==> config.mk <==
export PLATFORM = sky130hd
export DESIGN_NAME = dccfb_top
export DESIGN_NICKNAME = d
export VERILOG_FILES = /design/src/pkg/dccfb_pkg.sv /design/src/rtl/dccfb_fuse_mem.sv /design/src/rtl/dccfb_top.sv
export SDC_FILE = /design/constraint.sdc
export NUM_CORES = 1
export LEC_CHECK = 0
export BUFFER_PORTS_ARGS = -buffer_cell sky130_fd_sc_hd__buf_2
export CAP_MARGIN = 20
export CORE_UTILIZATION = 25
export CTS_CLUSTER_SIZE = 10
export DETAILED_ROUTE_END_ITERATION = 6
export PLACE_DENSITY_LB_ADDON = 0.25
export SLEW_MARGIN = 5
export SYNTH_ARGS = -nofsm -noshare
export SYNTH_HDL_FRONTEND = slang
export SYNTH_SLANG_ARGS = --single-unit
==> constraint.sdc <==
create_clock -name clk_i -period 3.5 [get_ports clk_i]
set_clock_uncertainty 0.05 [all_clocks]
set_input_delay 0.175 -clock clk_i [delete_from_list [all_inputs] [get_ports clk_i]]
set_output_delay 0.175 -clock clk_i [all_outputs]
set_load 0.02 [all_outputs]
==> src/pkg/dccfb_pkg.sv <==
package dccfb_pkg;

   // ==========================================================
   // Register map (byte addresses, one word each)
   localparam logic [7:0] ADDR_HS_ASSIGN_LOWER = 8'h00;
   localparam logic [7:0] ADDR_HS_ASSIGN_UPPER = 8'h04;
   localparam logic [7:0] ADDR_HS_ENABLE = 8'h08;
   localparam logic [7:0] ADDR_PORT_A = 8'h0c;
   localparam logic [7:0] ADDR_PORT_B = 8'h10;
   localparam logic [7:0] ADDR_PORT_C = 8'h14;
   localparam logic [7:0] ADDR_PORT_D = 8'h18;
   localparam logic [7:0] ADDR_PORT_E = 8'h1c;
   localparam logic [7:0] ADDR_OSC_SEL = 8'h20;
   localparam logic [7:0] ADDR_MBX_DIR = 8'h24;
   localparam logic [7:0] ADDR_PROG_CTRL = 8'h28;
   localparam logic [7:0] ADDR_PROG_STAT = 8'h2c;

   // ==========================================================
   // Fuse word geometry
   localparam int WORD_W = 24;
   localparam int NUM_WORDS = 10;
   localparam int IDX_W = 4;
   localparam logic [3:0] IDX_HS_LOWER = 4'h0;
   localparam logic [3:0] IDX_HS_UPPER = 4'h1;
   localparam logic [3:0] IDX_HS_EN = 4'h2;
   localparam logic [3:0] IDX_PORT_A = 4'h3;
   localparam logic [3:0] IDX_PORT_B = 4'h4;
   localparam logic [3:0] IDX_PORT_C = 4'h5;
   localparam logic [3:0] IDX_PORT_D = 4'h6;
   localparam logic [3:0] IDX_PORT_E = 4'h7;
   localparam logic [3:0] IDX_OSC = 4'h8;
   localparam logic [3:0] IDX_MBX_DIR = 4'h9;

   // Implemented-bit masks per word; other bits read as one
   localparam logic [23:0] MASK_HS_ASSIGN = 24'h00ffff;
   localparam logic [23:0] MASK_HS_EN = 24'h0000ff;
   localparam logic [23:0] MASK_PORT_A = 24'h00001f;
   localparam logic [23:0] MASK_PORT_16 = 24'h00ffff;
   localparam logic [23:0] MASK_OSC = 24'h000087;
   localparam logic [23:0] MASK_MBX_DIR = 24'h00ffff;
   localparam logic [23:0] FUSE_ERASED = 24'hffffff;

   // ==========================================================
   // Field positions
   localparam int HS_SEL_W = 4;
   localparam int HS_H_LSB = 12;
   localparam int HS_G_LSB = 8;
   localparam int HS_F_LSB = 4;
   localparam int HS_E_LSB = 0;
   localparam int OSC_IESO_BIT = 7;
   localparam int OSC_SRC_LSB = 0;

   // Programming control: key in upper half, word index, go bit
   localparam logic [15:0] PROG_KEY = 16'h5a3c;
   localparam int PROG_KEY_LSB = 16;
   localparam int PROG_IDX_LSB = 8;
   localparam int PROG_GO_BIT = 0;

   typedef enum logic [2:0] {
      OSC_FRC = 3'b000,
      OSC_FRC_PLL = 3'b001,
      OSC_PRI = 3'b010,
      OSC_PRI_PLL = 3'b011,
      OSC_RSVD = 3'b100,
      OSC_LOW_POWER_RC_OSC = 3'b101,
      OSC_BACKUP_FAST_RC_OSC = 3'b110,
      OSC_FRC_DIV = 3'b111
   } dccfb_osc_t;

   typedef enum logic [1:0] {
      ST_IDLE = 2'b00,
      ST_LOAD = 2'b01,
      ST_PROG = 2'b10
   } dccfb_state_t;

   typedef struct packed {
      logic [3:0] h;
      logic [3:0] g;
      logic [3:0] f;
      logic [3:0] e;
      logic [3:0] d;
      logic [3:0] c;
      logic [3:0] b;
      logic [3:0] a;
   } dccfb_hs_sel_t;

   typedef struct packed {
      logic [4:0] a;
      logic [15:0] b;
      logic [15:0] c;
      logic [15:0] d;
      logic [15:0] e;
   } dccfb_owner_t;

endpackage : dccfb_pkg

==> src/rtl/dccfb_fuse_mem.sv <==
`timescale 1ns/1ps
// ==========================================================
// Fuse array: erased to ones, write may only clear bits
module dccfb_fuse_mem (
   input wire logic clk_i,
   input wire logic rstn_i,
   input wire logic wr_i,
   input wire logic [3:0] wr_idx_i,
   input wire logic [23:0] wr_data_i,
   input wire logic [3:0] rd_idx_i,
   output logic [23:0] rd_data_o
);
   logic [23:0] mem_q [dccfb_pkg::NUM_WORDS];

   // Power-on value is all ones, programming only burns ones to zero
   for (genvar i = 0; i < dccfb_pkg::NUM_WORDS; i++) begin : g_word
      always_ff @(posedge clk_i or negedge rstn_i) begin
         if (!rstn_i) begin
            mem_q[i] <= dccfb_pkg::FUSE_ERASED;
         end else if (wr_i && wr_idx_i == 4'(i)) begin
            mem_q[i] <= mem_q[i] & wr_data_i;
         end
      end
   end

   always_ff @(posedge clk_i or negedge rstn_i) begin
      if (!rstn_i) begin
         rd_data_o <= dccfb_pkg::FUSE_ERASED;
      end else if (rd_idx_i < 4'(dccfb_pkg::NUM_WORDS)) begin
         rd_data_o <= mem_q[rd_idx_i];
      end else begin
         rd_data_o <= dccfb_pkg::FUSE_ERASED;
      end
   end
endmodule : dccfb_fuse_mem

==> src/rtl/dccfb_top.sv <==
// Design decisions made here: the placing of the registers and register access over APB.
`timescale 1ns/1ps
// Functional notes
// - Upper assign word: block H select bits 15-12, block G bits 11-8.
// - Upper assign word: block F select bits 7-4, block E bits 3-0.
// - Select code n picks mailbox data register n, 0 to 15.
// - Enable fuse bit 1 disables a handshake block, 0 enables it.
// - Enable word bits 7-0 are blocks H down to A.
// - Port A ownership word: five pin bits at 4-0.
// - Ownership bit 1 gives pin to primary core, 0 to secondary.
// - Oscillator word bit 7 set enables switchover and two-speed start.
// - Source 111 divided fast RC, 110 backup, 101 low-power, 100 reserved.
// - Source 011 primary with PLL, 010 primary, 001 RC PLL, 000 RC.
// - Unimplemented bits read as one, e.g. assign word bits 23-16.
// - Each bit programs once, reads back; one at reset until programmed; here every reset sets all bits back to one.
// - Lower assign word holds blocks A to D selects, same encoding.
// - Mailbox direction bit 1 secondary-to-primary, 0 primary-to-secondary.
module dccfb_top (
   input wire logic clk_i,
   input wire logic rstn_i,
   input wire logic psel_i,
   input wire logic penable_i,
   input wire logic pwrite_i,
   input wire logic [7:0] paddr_i,
   input wire logic [31:0] pwdata_i,
   output logic [31:0] prdata_o,
   output logic pready_o,
   output logic pslverr_o,
   output dccfb_pkg::dccfb_hs_sel_t hs_reg_sel_o,
   output logic [7:0] hs_block_disable_n_o,
   output logic [15:0] mbx_hs_onehot_o [8],
   output dccfb_pkg::dccfb_owner_t owner_o,
   output logic secondary_two_speed_startup_o,
   output dccfb_pkg::dccfb_osc_t secondary_osc_source_sel_o,
   output logic osc_sel_reserved_o,
   output logic [15:0] mailbox_direction_sel_o
);

   // ==========================================================
   // State
   // Fuse contents return to erased at every reset; nothing is kept
   typedef struct packed {
      dccfb_pkg::dccfb_state_t st;
      logic [3:0] idx;
      logic [23:0] wdata;
      logic busy;
      logic err;
      logic [31:0] rdata;
      logic ready;
      logic slverr;
      logic wr;
      logic [3:0] rd_idx;
      logic [9:0][23:0] shadow;
   } dccfb_regs_t;

   dccfb_regs_t s_q;
   dccfb_regs_t s_d;
   logic [23:0] mem_rd;
   logic [23:0] mask [10];
   logic [23:0] raw;

   // ==========================================================
   // Fuse word masks
   // Unimplemented bits are forced to one on read and on burn
   assign mask[0] = dccfb_pkg::MASK_HS_ASSIGN;
   assign mask[1] = dccfb_pkg::MASK_HS_ASSIGN;
   assign mask[2] = dccfb_pkg::MASK_HS_EN;
   assign mask[3] = dccfb_pkg::MASK_PORT_A;
   assign mask[4] = dccfb_pkg::MASK_PORT_16;
   assign mask[5] = dccfb_pkg::MASK_PORT_16;
   assign mask[6] = dccfb_pkg::MASK_PORT_16;
   assign mask[7] = dccfb_pkg::MASK_PORT_16;
   assign mask[8] = dccfb_pkg::MASK_OSC;
   assign mask[9] = dccfb_pkg::MASK_MBX_DIR;
   assign raw = mem_rd | ~mask[s_q.rd_idx];

   // ==========================================================
   // Fuse array
   // Index from the next state, so a read word is out by the access cycle
   dccfb_fuse_mem u_mem (
      .clk_i(clk_i),
      .rstn_i(rstn_i),
      .wr_i(s_q.wr),
      .wr_idx_i(s_q.idx),
      .wr_data_i(s_q.wdata),
      .rd_idx_i(s_d.rd_idx),
      .rd_data_o(mem_rd)
   );

   // ==========================================================
   // Next state
   logic [3:0] aidx;
   logic amap;
   logic setup;
   logic [3:0] pidx;
   always_comb begin
      s_d = s_q;
      s_d.ready = 1'b0;
      s_d.slverr = 1'b0;
      s_d.wr = 1'b0;
      setup = psel_i && !penable_i && !s_q.ready;
      pidx = pwdata_i[dccfb_pkg::PROG_IDX_LSB +: 4];
      // Address decode; amap low means no fuse word sits at this address
      amap = 1'b1;
      aidx = 4'h0;
      if (paddr_i == dccfb_pkg::ADDR_HS_ASSIGN_LOWER) begin
         aidx = dccfb_pkg::IDX_HS_LOWER;
      end else if (paddr_i == dccfb_pkg::ADDR_HS_ASSIGN_UPPER) begin
         aidx = dccfb_pkg::IDX_HS_UPPER;
      end else if (paddr_i == dccfb_pkg::ADDR_HS_ENABLE) begin
         aidx = dccfb_pkg::IDX_HS_EN;
      end else if (paddr_i == dccfb_pkg::ADDR_PORT_A) begin
         aidx = dccfb_pkg::IDX_PORT_A;
      end else if (paddr_i == dccfb_pkg::ADDR_PORT_B) begin
         aidx = dccfb_pkg::IDX_PORT_B;
      end else if (paddr_i == dccfb_pkg::ADDR_PORT_C) begin
         aidx = dccfb_pkg::IDX_PORT_C;
      end else if (paddr_i == dccfb_pkg::ADDR_PORT_D) begin
         aidx = dccfb_pkg::IDX_PORT_D;
      end else if (paddr_i == dccfb_pkg::ADDR_PORT_E) begin
         aidx = dccfb_pkg::IDX_PORT_E;
      end else if (paddr_i == dccfb_pkg::ADDR_OSC_SEL) begin
         aidx = dccfb_pkg::IDX_OSC;
      end else if (paddr_i == dccfb_pkg::ADDR_MBX_DIR) begin
         aidx = dccfb_pkg::IDX_MBX_DIR;
      end else begin
         amap = 1'b0;
      end
      // Bus sequencing: one setup is handled per idle cycle
      case (s_q.st)
         dccfb_pkg::ST_IDLE: begin
            // Only an idle cycle takes a setup; the answer follows it
            if (setup) begin
               s_d.rd_idx = aidx;
               if (pwrite_i && paddr_i == dccfb_pkg::ADDR_PROG_CTRL) begin
                  // Program request: key, valid index, go bit
                  if (pwdata_i[dccfb_pkg::PROG_GO_BIT] &&
                      pwdata_i[31:dccfb_pkg::PROG_KEY_LSB] ==
                      dccfb_pkg::PROG_KEY &&
                      pidx < 4'(dccfb_pkg::NUM_WORDS) && !s_q.busy) begin
                     s_d.idx = pidx;
                     s_d.busy = 1'b1;
                     s_d.err = 1'b0;
                     s_d.st = dccfb_pkg::ST_PROG;
                  end else begin
                     // Refused: error flag stays until an accepted request
                     s_d.err = 1'b1;
                     s_d.slverr = 1'b1;
                  end
                  s_d.ready = 1'b1;
               end else if (pwrite_i && amap) begin
                  // Data word staged; burned by the next program request
                  s_d.wdata = pwdata_i[23:0];
                  s_d.ready = 1'b1;
               end else if (!pwrite_i && amap) begin
                  s_d.st = dccfb_pkg::ST_LOAD;
               end else if (!pwrite_i &&
                            paddr_i == dccfb_pkg::ADDR_PROG_STAT) begin
                  // Status: busy in bit 0, error in bit 1
                  s_d.rdata = {30'h0, s_q.err, s_q.busy};
                  s_d.ready = 1'b1;
               end else begin
                  s_d.slverr = 1'b1;
                  s_d.rdata = 32'h0;
                  s_d.ready = 1'b1;
               end
            end
         end
         dccfb_pkg::ST_LOAD: begin
            // Read data comes from the memory's output register
            s_d.rdata = {8'h0, raw};
            s_d.ready = 1'b1;
            s_d.st = dccfb_pkg::ST_IDLE;
         end
         dccfb_pkg::ST_PROG: begin
            // Unimplemented bits stay one: data masked before burning
            // One-cycle burn; busy drops as the write strobe rises
            s_d.wdata = s_q.wdata | ~mask[s_q.idx];
            s_d.wr = 1'b1;
            s_d.busy = 1'b0;
            s_d.rd_idx = s_q.idx;
            s_d.st = dccfb_pkg::ST_IDLE;
         end
         default: begin
            s_d.st = dccfb_pkg::ST_IDLE;
         end
      endcase
      // Shadow copies feed the static outputs; refreshed after a burn
      // The shadow mirrors the array so outputs need no read port
      for (int i = 0; i < dccfb_pkg::NUM_WORDS; i++) begin
         if (s_q.wr && s_q.idx == 4'(i)) begin
            s_d.shadow[i] = s_q.shadow[i] & s_q.wdata;
         end
      end
   end

   // ==========================================================
   // State register
   always_ff @(posedge clk_i or negedge rstn_i) begin
      if (!rstn_i) begin
         s_q.st <= dccfb_pkg::ST_IDLE;
         s_q.idx <= 4'h0;
         s_q.wdata <= dccfb_pkg::FUSE_ERASED;
         s_q.busy <= 1'b0;
         s_q.err <= 1'b0;
         s_q.rdata <= 32'h0;
         s_q.ready <= 1'b0;
         s_q.slverr <= 1'b0;
         s_q.wr <= 1'b0;
         s_q.rd_idx <= 4'h0;
         for (int i = 0; i < dccfb_pkg::NUM_WORDS; i++) begin
            s_q.shadow[i] <= dccfb_pkg::FUSE_ERASED;
         end
      end else begin
         s_q <= s_d;
      end
   end

   // ==========================================================
   // Static configuration outputs
   // Plain taps of the shadow words; the output registers add one cycle
   logic [23:0] w_up;
   logic [23:0] w_lo;
   logic [23:0] w_osc;
   assign w_up = s_q.shadow[dccfb_pkg::IDX_HS_UPPER];
   assign w_lo = s_q.shadow[dccfb_pkg::IDX_HS_LOWER];
   assign w_osc = s_q.shadow[dccfb_pkg::IDX_OSC];

   // ==========================================================
   // Handshake register selects
   logic [3:0] sel_all [8];
   assign sel_all[7] = w_up[dccfb_pkg::HS_H_LSB +: 4];
   assign sel_all[6] = w_up[dccfb_pkg::HS_G_LSB +: 4];
   assign sel_all[5] = w_up[dccfb_pkg::HS_F_LSB +: 4];
   assign sel_all[4] = w_up[dccfb_pkg::HS_E_LSB +: 4];
   assign sel_all[3] = w_lo[dccfb_pkg::HS_H_LSB +: 4];
   assign sel_all[2] = w_lo[dccfb_pkg::HS_G_LSB +: 4];
   assign sel_all[1] = w_lo[dccfb_pkg::HS_F_LSB +: 4];
   assign sel_all[0] = w_lo[dccfb_pkg::HS_E_LSB +: 4];

   // ==========================================================
   // One-hot mailbox decode
   // Decoded once here so no handshake block needs its own comparator
   logic [15:0] onehot_q [8];
   logic [3:0] sel_q [8];
   for (genvar b = 0; b < 8; b++) begin : g_hs
      always_ff @(posedge clk_i or negedge rstn_i) begin
         if (!rstn_i) begin
            sel_q[b] <= 4'hf;
            onehot_q[b] <= 16'h8000;
         end else begin
            sel_q[b] <= sel_all[b];
            onehot_q[b] <= 16'h0001 << sel_all[b];
         end
      end
      assign mbx_hs_onehot_o[b] = onehot_q[b];
   end

   // ==========================================================
   // Bus and configuration outputs
   always_ff @(posedge clk_i or negedge rstn_i) begin
      if (!rstn_i) begin
         prdata_o <= 32'h0;
         pready_o <= 1'b0;
         pslverr_o <= 1'b0;
         hs_block_disable_n_o <= 8'hff;
         owner_o <= '1;
         secondary_two_speed_startup_o <= 1'b1;
         secondary_osc_source_sel_o <= dccfb_pkg::OSC_FRC_DIV;
         osc_sel_reserved_o <= 1'b0;
         mailbox_direction_sel_o <= 16'hffff;
      end else begin
         prdata_o <= s_d.rdata;
         pready_o <= s_d.ready;
         pslverr_o <= s_d.slverr;
         // Bit b high means block b held off
         hs_block_disable_n_o <=
            s_q.shadow[dccfb_pkg::IDX_HS_EN][7:0];
         owner_o.a <= s_q.shadow[dccfb_pkg::IDX_PORT_A][4:0];
         owner_o.b <= s_q.shadow[dccfb_pkg::IDX_PORT_B][15:0];
         owner_o.c <= s_q.shadow[dccfb_pkg::IDX_PORT_C][15:0];
         owner_o.d <= s_q.shadow[dccfb_pkg::IDX_PORT_D][15:0];
         owner_o.e <= s_q.shadow[dccfb_pkg::IDX_PORT_E][15:0];
         secondary_two_speed_startup_o <=
            w_osc[dccfb_pkg::OSC_IESO_BIT];
         // Reserved code passes through; the flag lets consumers refuse it
         secondary_osc_source_sel_o <=
            dccfb_pkg::dccfb_osc_t'(w_osc[2:0]);
         osc_sel_reserved_o <=
            (w_osc[2:0] == 3'(dccfb_pkg::OSC_RSVD));
         mailbox_direction_sel_o <=
            s_q.shadow[dccfb_pkg::IDX_MBX_DIR][15:0];
      end
   end

   // ==========================================================
   // Outputs hold still between burns; consumers need no handshake
   // Select outputs registered per block
   assign hs_reg_sel_o = {sel_q[7], sel_q[6], sel_q[5], sel_q[4],
                          sel_q[3], sel_q[2], sel_q[1], sel_q[0]};

endmodule : dccfb_top
==> impl_results.md <==
- Worst hold slack: between 0.1 and 0.15 ns
- Setup CP Type: in2reg
- RSZ-0062 raised after global routing: false
- Highest clock rate: 294 MHz
- VDD IR max: a little over 0.3 mV
- Placer congestion estimate: 0.776
- Sequential fraction of the synthesis area: 0.723
- R2r endpoint: u_mem.rd_data_o[4]$_DFF_PN1_
- Post-synthesis cell type count: 60
- Routed wire length: around 60000 microns
- Delay-heaviest family, CP: buffers and inverters
- First drt pass iteration count: 4
- Iter 0 DRT Violations: about 600
- Metal3 WL: around 3500 microns
- Total CTS buffers: 74
- # setup viols final: 0
- Total power divided by cell area: 542 nW/um^2
- CP Buf/Inv Count: 4
- Avg WL per Cell: 19.5 microns
- # fillers: ~8600
- GRT Util Overall: 0.136
- Post-Syn Instances: roughly 1500
- Number of global-route vias before repair: ~14000
- Clock sink count: 611
- Layout area overhead: 24.3%
- Hold Path Class: in2async
- Total negative slack: 0 ns
- Max layer used: met5
- Total vias in the final route: around 13000
- Share of layout cells above drive strength 1: 0.498
- Final worst slack: around 0.094 ns
- Worst Path Arrival: 3.87 ns
- Die W: approximately 300 microns
- FF-to-FF setup slack: approximately 0.43 ns
- CP Cell Sequence: dlygate4sd3_1, buf_2, nor4_4, dlygate4sd3_1, nand4_1, dlygate4sd3_1, o21ai_2, nand2_1, o22a_1, a22oi_1
- Origin of the critical flop-to-flop path: pready_o$_DFF_PN0_
- Ys async rst share: 1.00
- Slew at the pin closest to its max-slew limit: about 1.1 ns
- R2R cell count: 7
- IO buf count: about 330
- Max incr delay on CP: ~0.63 ns
- Synth warnings: 0
- Slowest CP cell: dlygate4sd3_1
- Initial antenna violation count: 5
- Post-Place Worst Slack: between 0.7 and 0.8 ns
- Final nets: roughly 1900
- Final Max Slew Viols: 0
- Drt drc: 0
- Clock Tree Buf Depth: 3
- Cell repeated most along the worst path: dlygate4sd3_1
- Yosys top cell by area: dfstp_2
- Max-cap viol count: 0
- FF+latch count, synth: 611
- Post-synth top area share: 0.548
- Die Area: between 80000 and 90000 sq um
- Final period demand of the worst path: 3.41 ns
- Post-DP HPWL: 38300 microns
- Core area: 86900 sq um
- Starting Density: 0.253
- CTS clk-pin slew, worst paths: roughly 0.05 ns
- Postcts setup bufs: 0
- Critical Path End Type: register
- Die H: between 200 and 300 microns
- GRT Residual Overflow: 0
- Status: finished clean
- WL met2: roughly 30000 microns
- Global-route wire length before repair: approximately 90000 microns
- CTS tree: built
- Startpoint types: input pin
- Final ANT Viol Nets: 0
- Synth Flop Type: dfstp_2
- Clk_lat worst skew: roughly 0.62 ns
- EDFF count, synth: 0
- Post-Syn Area: ~22000 sq um
- CP max FO: 10
- Cell Rows: ~110
- Syn_area_per_cell: about 14 sq um
- Mean number of vias per cell: 4.32
- Commonest non-fill, non-tap cell in the layout: dfstp_2
- Met1 WL: around 26000 microns
- CTS H-Tree Depth: 3
- Ranking of synthesized cells by area: dfstp_2, dfrtp_1, o21a_1
- Pleak: around 12 nW
- Req. time, crit path: approximately 4.0 ns
- Clk Tree Root Cell: clkbuf_16
- Slew HR: 0.262
- Largest net degree at the start of global routing: 104
- Most frequent cells in the layout: dfstp_2, buf_2, o21a_1, dfrtp_1, nor2_1
- Period utilisation layout: 0.973
- Final hold violations: 0
- Top Ports: 337
[stage by stage]
stage / utilization / std cells / total power [mW] / area, sq um
floorplan: - / 1539 / 7.59 / 22000
global placement: 0.285 / 2922 / 7.90 / 24700
detailed placement: 0.285 / 2924 / 7.91 / 24800
CTS: 0.314 / 3081 / 15.1 / 27300
global route: 0.314 / 3082 / 15.5 / 27300
finish: 0.314 / 3083 / 14.8 / 27300
[state kept, by name, indices dropped and copies added (netlist names)]
signal,count
u_mem.mem_q,160
mbx_hs_onehot_o,128
s_q,122
owner_o,69
hs_reg_sel_o,32
prdata_o,17
mailbox_direction_sel_o,16
u_mem.rd_data_o,16
w_lo,16
w_up,16
hs_block_disable_n_o,8
w_osc,4
secondary_osc_source_sel_o,3
osc_sel_reserved_o,1
pready_o,1
pslverr_o,1
secondary_two_speed_startup_o,1
[how the worst max path moves through the flow]
stage,startpoint,to,slack [ns],cells past startpoint
2_1_floorplan,pready_o$_DFF_PN0_,u_mem.rd_data_o[15]$_DFF_PN1_,1.15,10
3_3_place_gp,pready_o$_DFF_PN0_,u_mem.rd_data_o[15]$_DFF_PN1_,0.85,7
3_5_place_dp,s_q[310]$_DFFE_PN0P_,u_mem.rd_data_o[8]$_DFF_PN1_,0.77,7
4_1_cts,paddr_i[6],u_mem.rd_data_o[4]$_DFF_PN1_,0.14,10
5_1_grt,paddr_i[6],u_mem.rd_data_o[13]$_DFF_PN1_,0.0004,10
6_report,paddr_i[6],u_mem.rd_data_o[4]$_DFF_PN1_,0.09,10
[Yosys cell counts, types with 3 or more instances]
| library cell | count |
|---|---|
| buf_6 | 5 |
| nand3b_1 | 3 |
| o22a_1 | 10 |
| a21o_1 | 8 |
| a221oi_1 | 12 |
| clkbuf_1 | 60 |
| dfrtp_1 | 153 |
| dfstp_2 | 458 |
| nor3_1 | 52 |
| o21ai_0 | 21 |
| nor2b_1 | 7 |
| nand4_1 | 4 |
| nand2_1 | 53 |
| nor4_1 | 9 |
| a22o_1 | 3 |
| mux2i_1 | 60 |
| a221oi_2 | 4 |
| nand3_1 | 4 |
| o21a_1 | 290 |
| nand2b_1 | 37 |
| nor2_1 | 100 |
| buf_2 | 4 |
| a22oi_1 | 16 |
| mux2_2 | 24 |
| o2bb2ai_1 | 13 |
| a21oi_1 | 23 |
| buf_1 | 19 |
| buf_4 | 41 |
[cell type report]
type	count	area, sq um	area share
Clock inverter	9	87.6	0.00321
Multi-Input combinational cell	795	5460	0.200
Sequential cell	611	15900	0.581
Tap cell	1155	1450	0.0530
Inverter	4	15.0	0.000550
Antenna cell	2	5.00	0.000183
Timing Repair Buffer	390	2320	0.0851
Clock buffer	117	2090	0.0767
[where the power goes]
group	internal, mW	switching, mW	leakage, nW
registers	7.18	0.0788	6.81
clock network	4.09	2.90	1.05
logic	0.179	0.373	3.80
total	11.5	3.35	11.7
[layer usage]
metal / track usage / vias up
met5: 0 / -
met4: 0.0366 / 4
met2: 0.226 / 330
met3: 0.0348 / 88
li1: - / 5992
met1: 0.175 / 6890
[cells by family after synthesis]
group / count (synthesis) / share of synthesized area
buf+inv: 133 / 0.0317
other cells: 1 / 0.000171
simple gates: 289 / 0.0647
flops: 611 / 0.723
mux: 84 / 0.0397
compound gates: 414 / 0.141
[what timing repair did]
action                     in CTS  in global routing
hold endpoints to repair       93                  0
resized for setup               0                  1
hold buffers                   31                  0
setup endpoints to repair       0                  4
(Power assumes the default switching activity.)
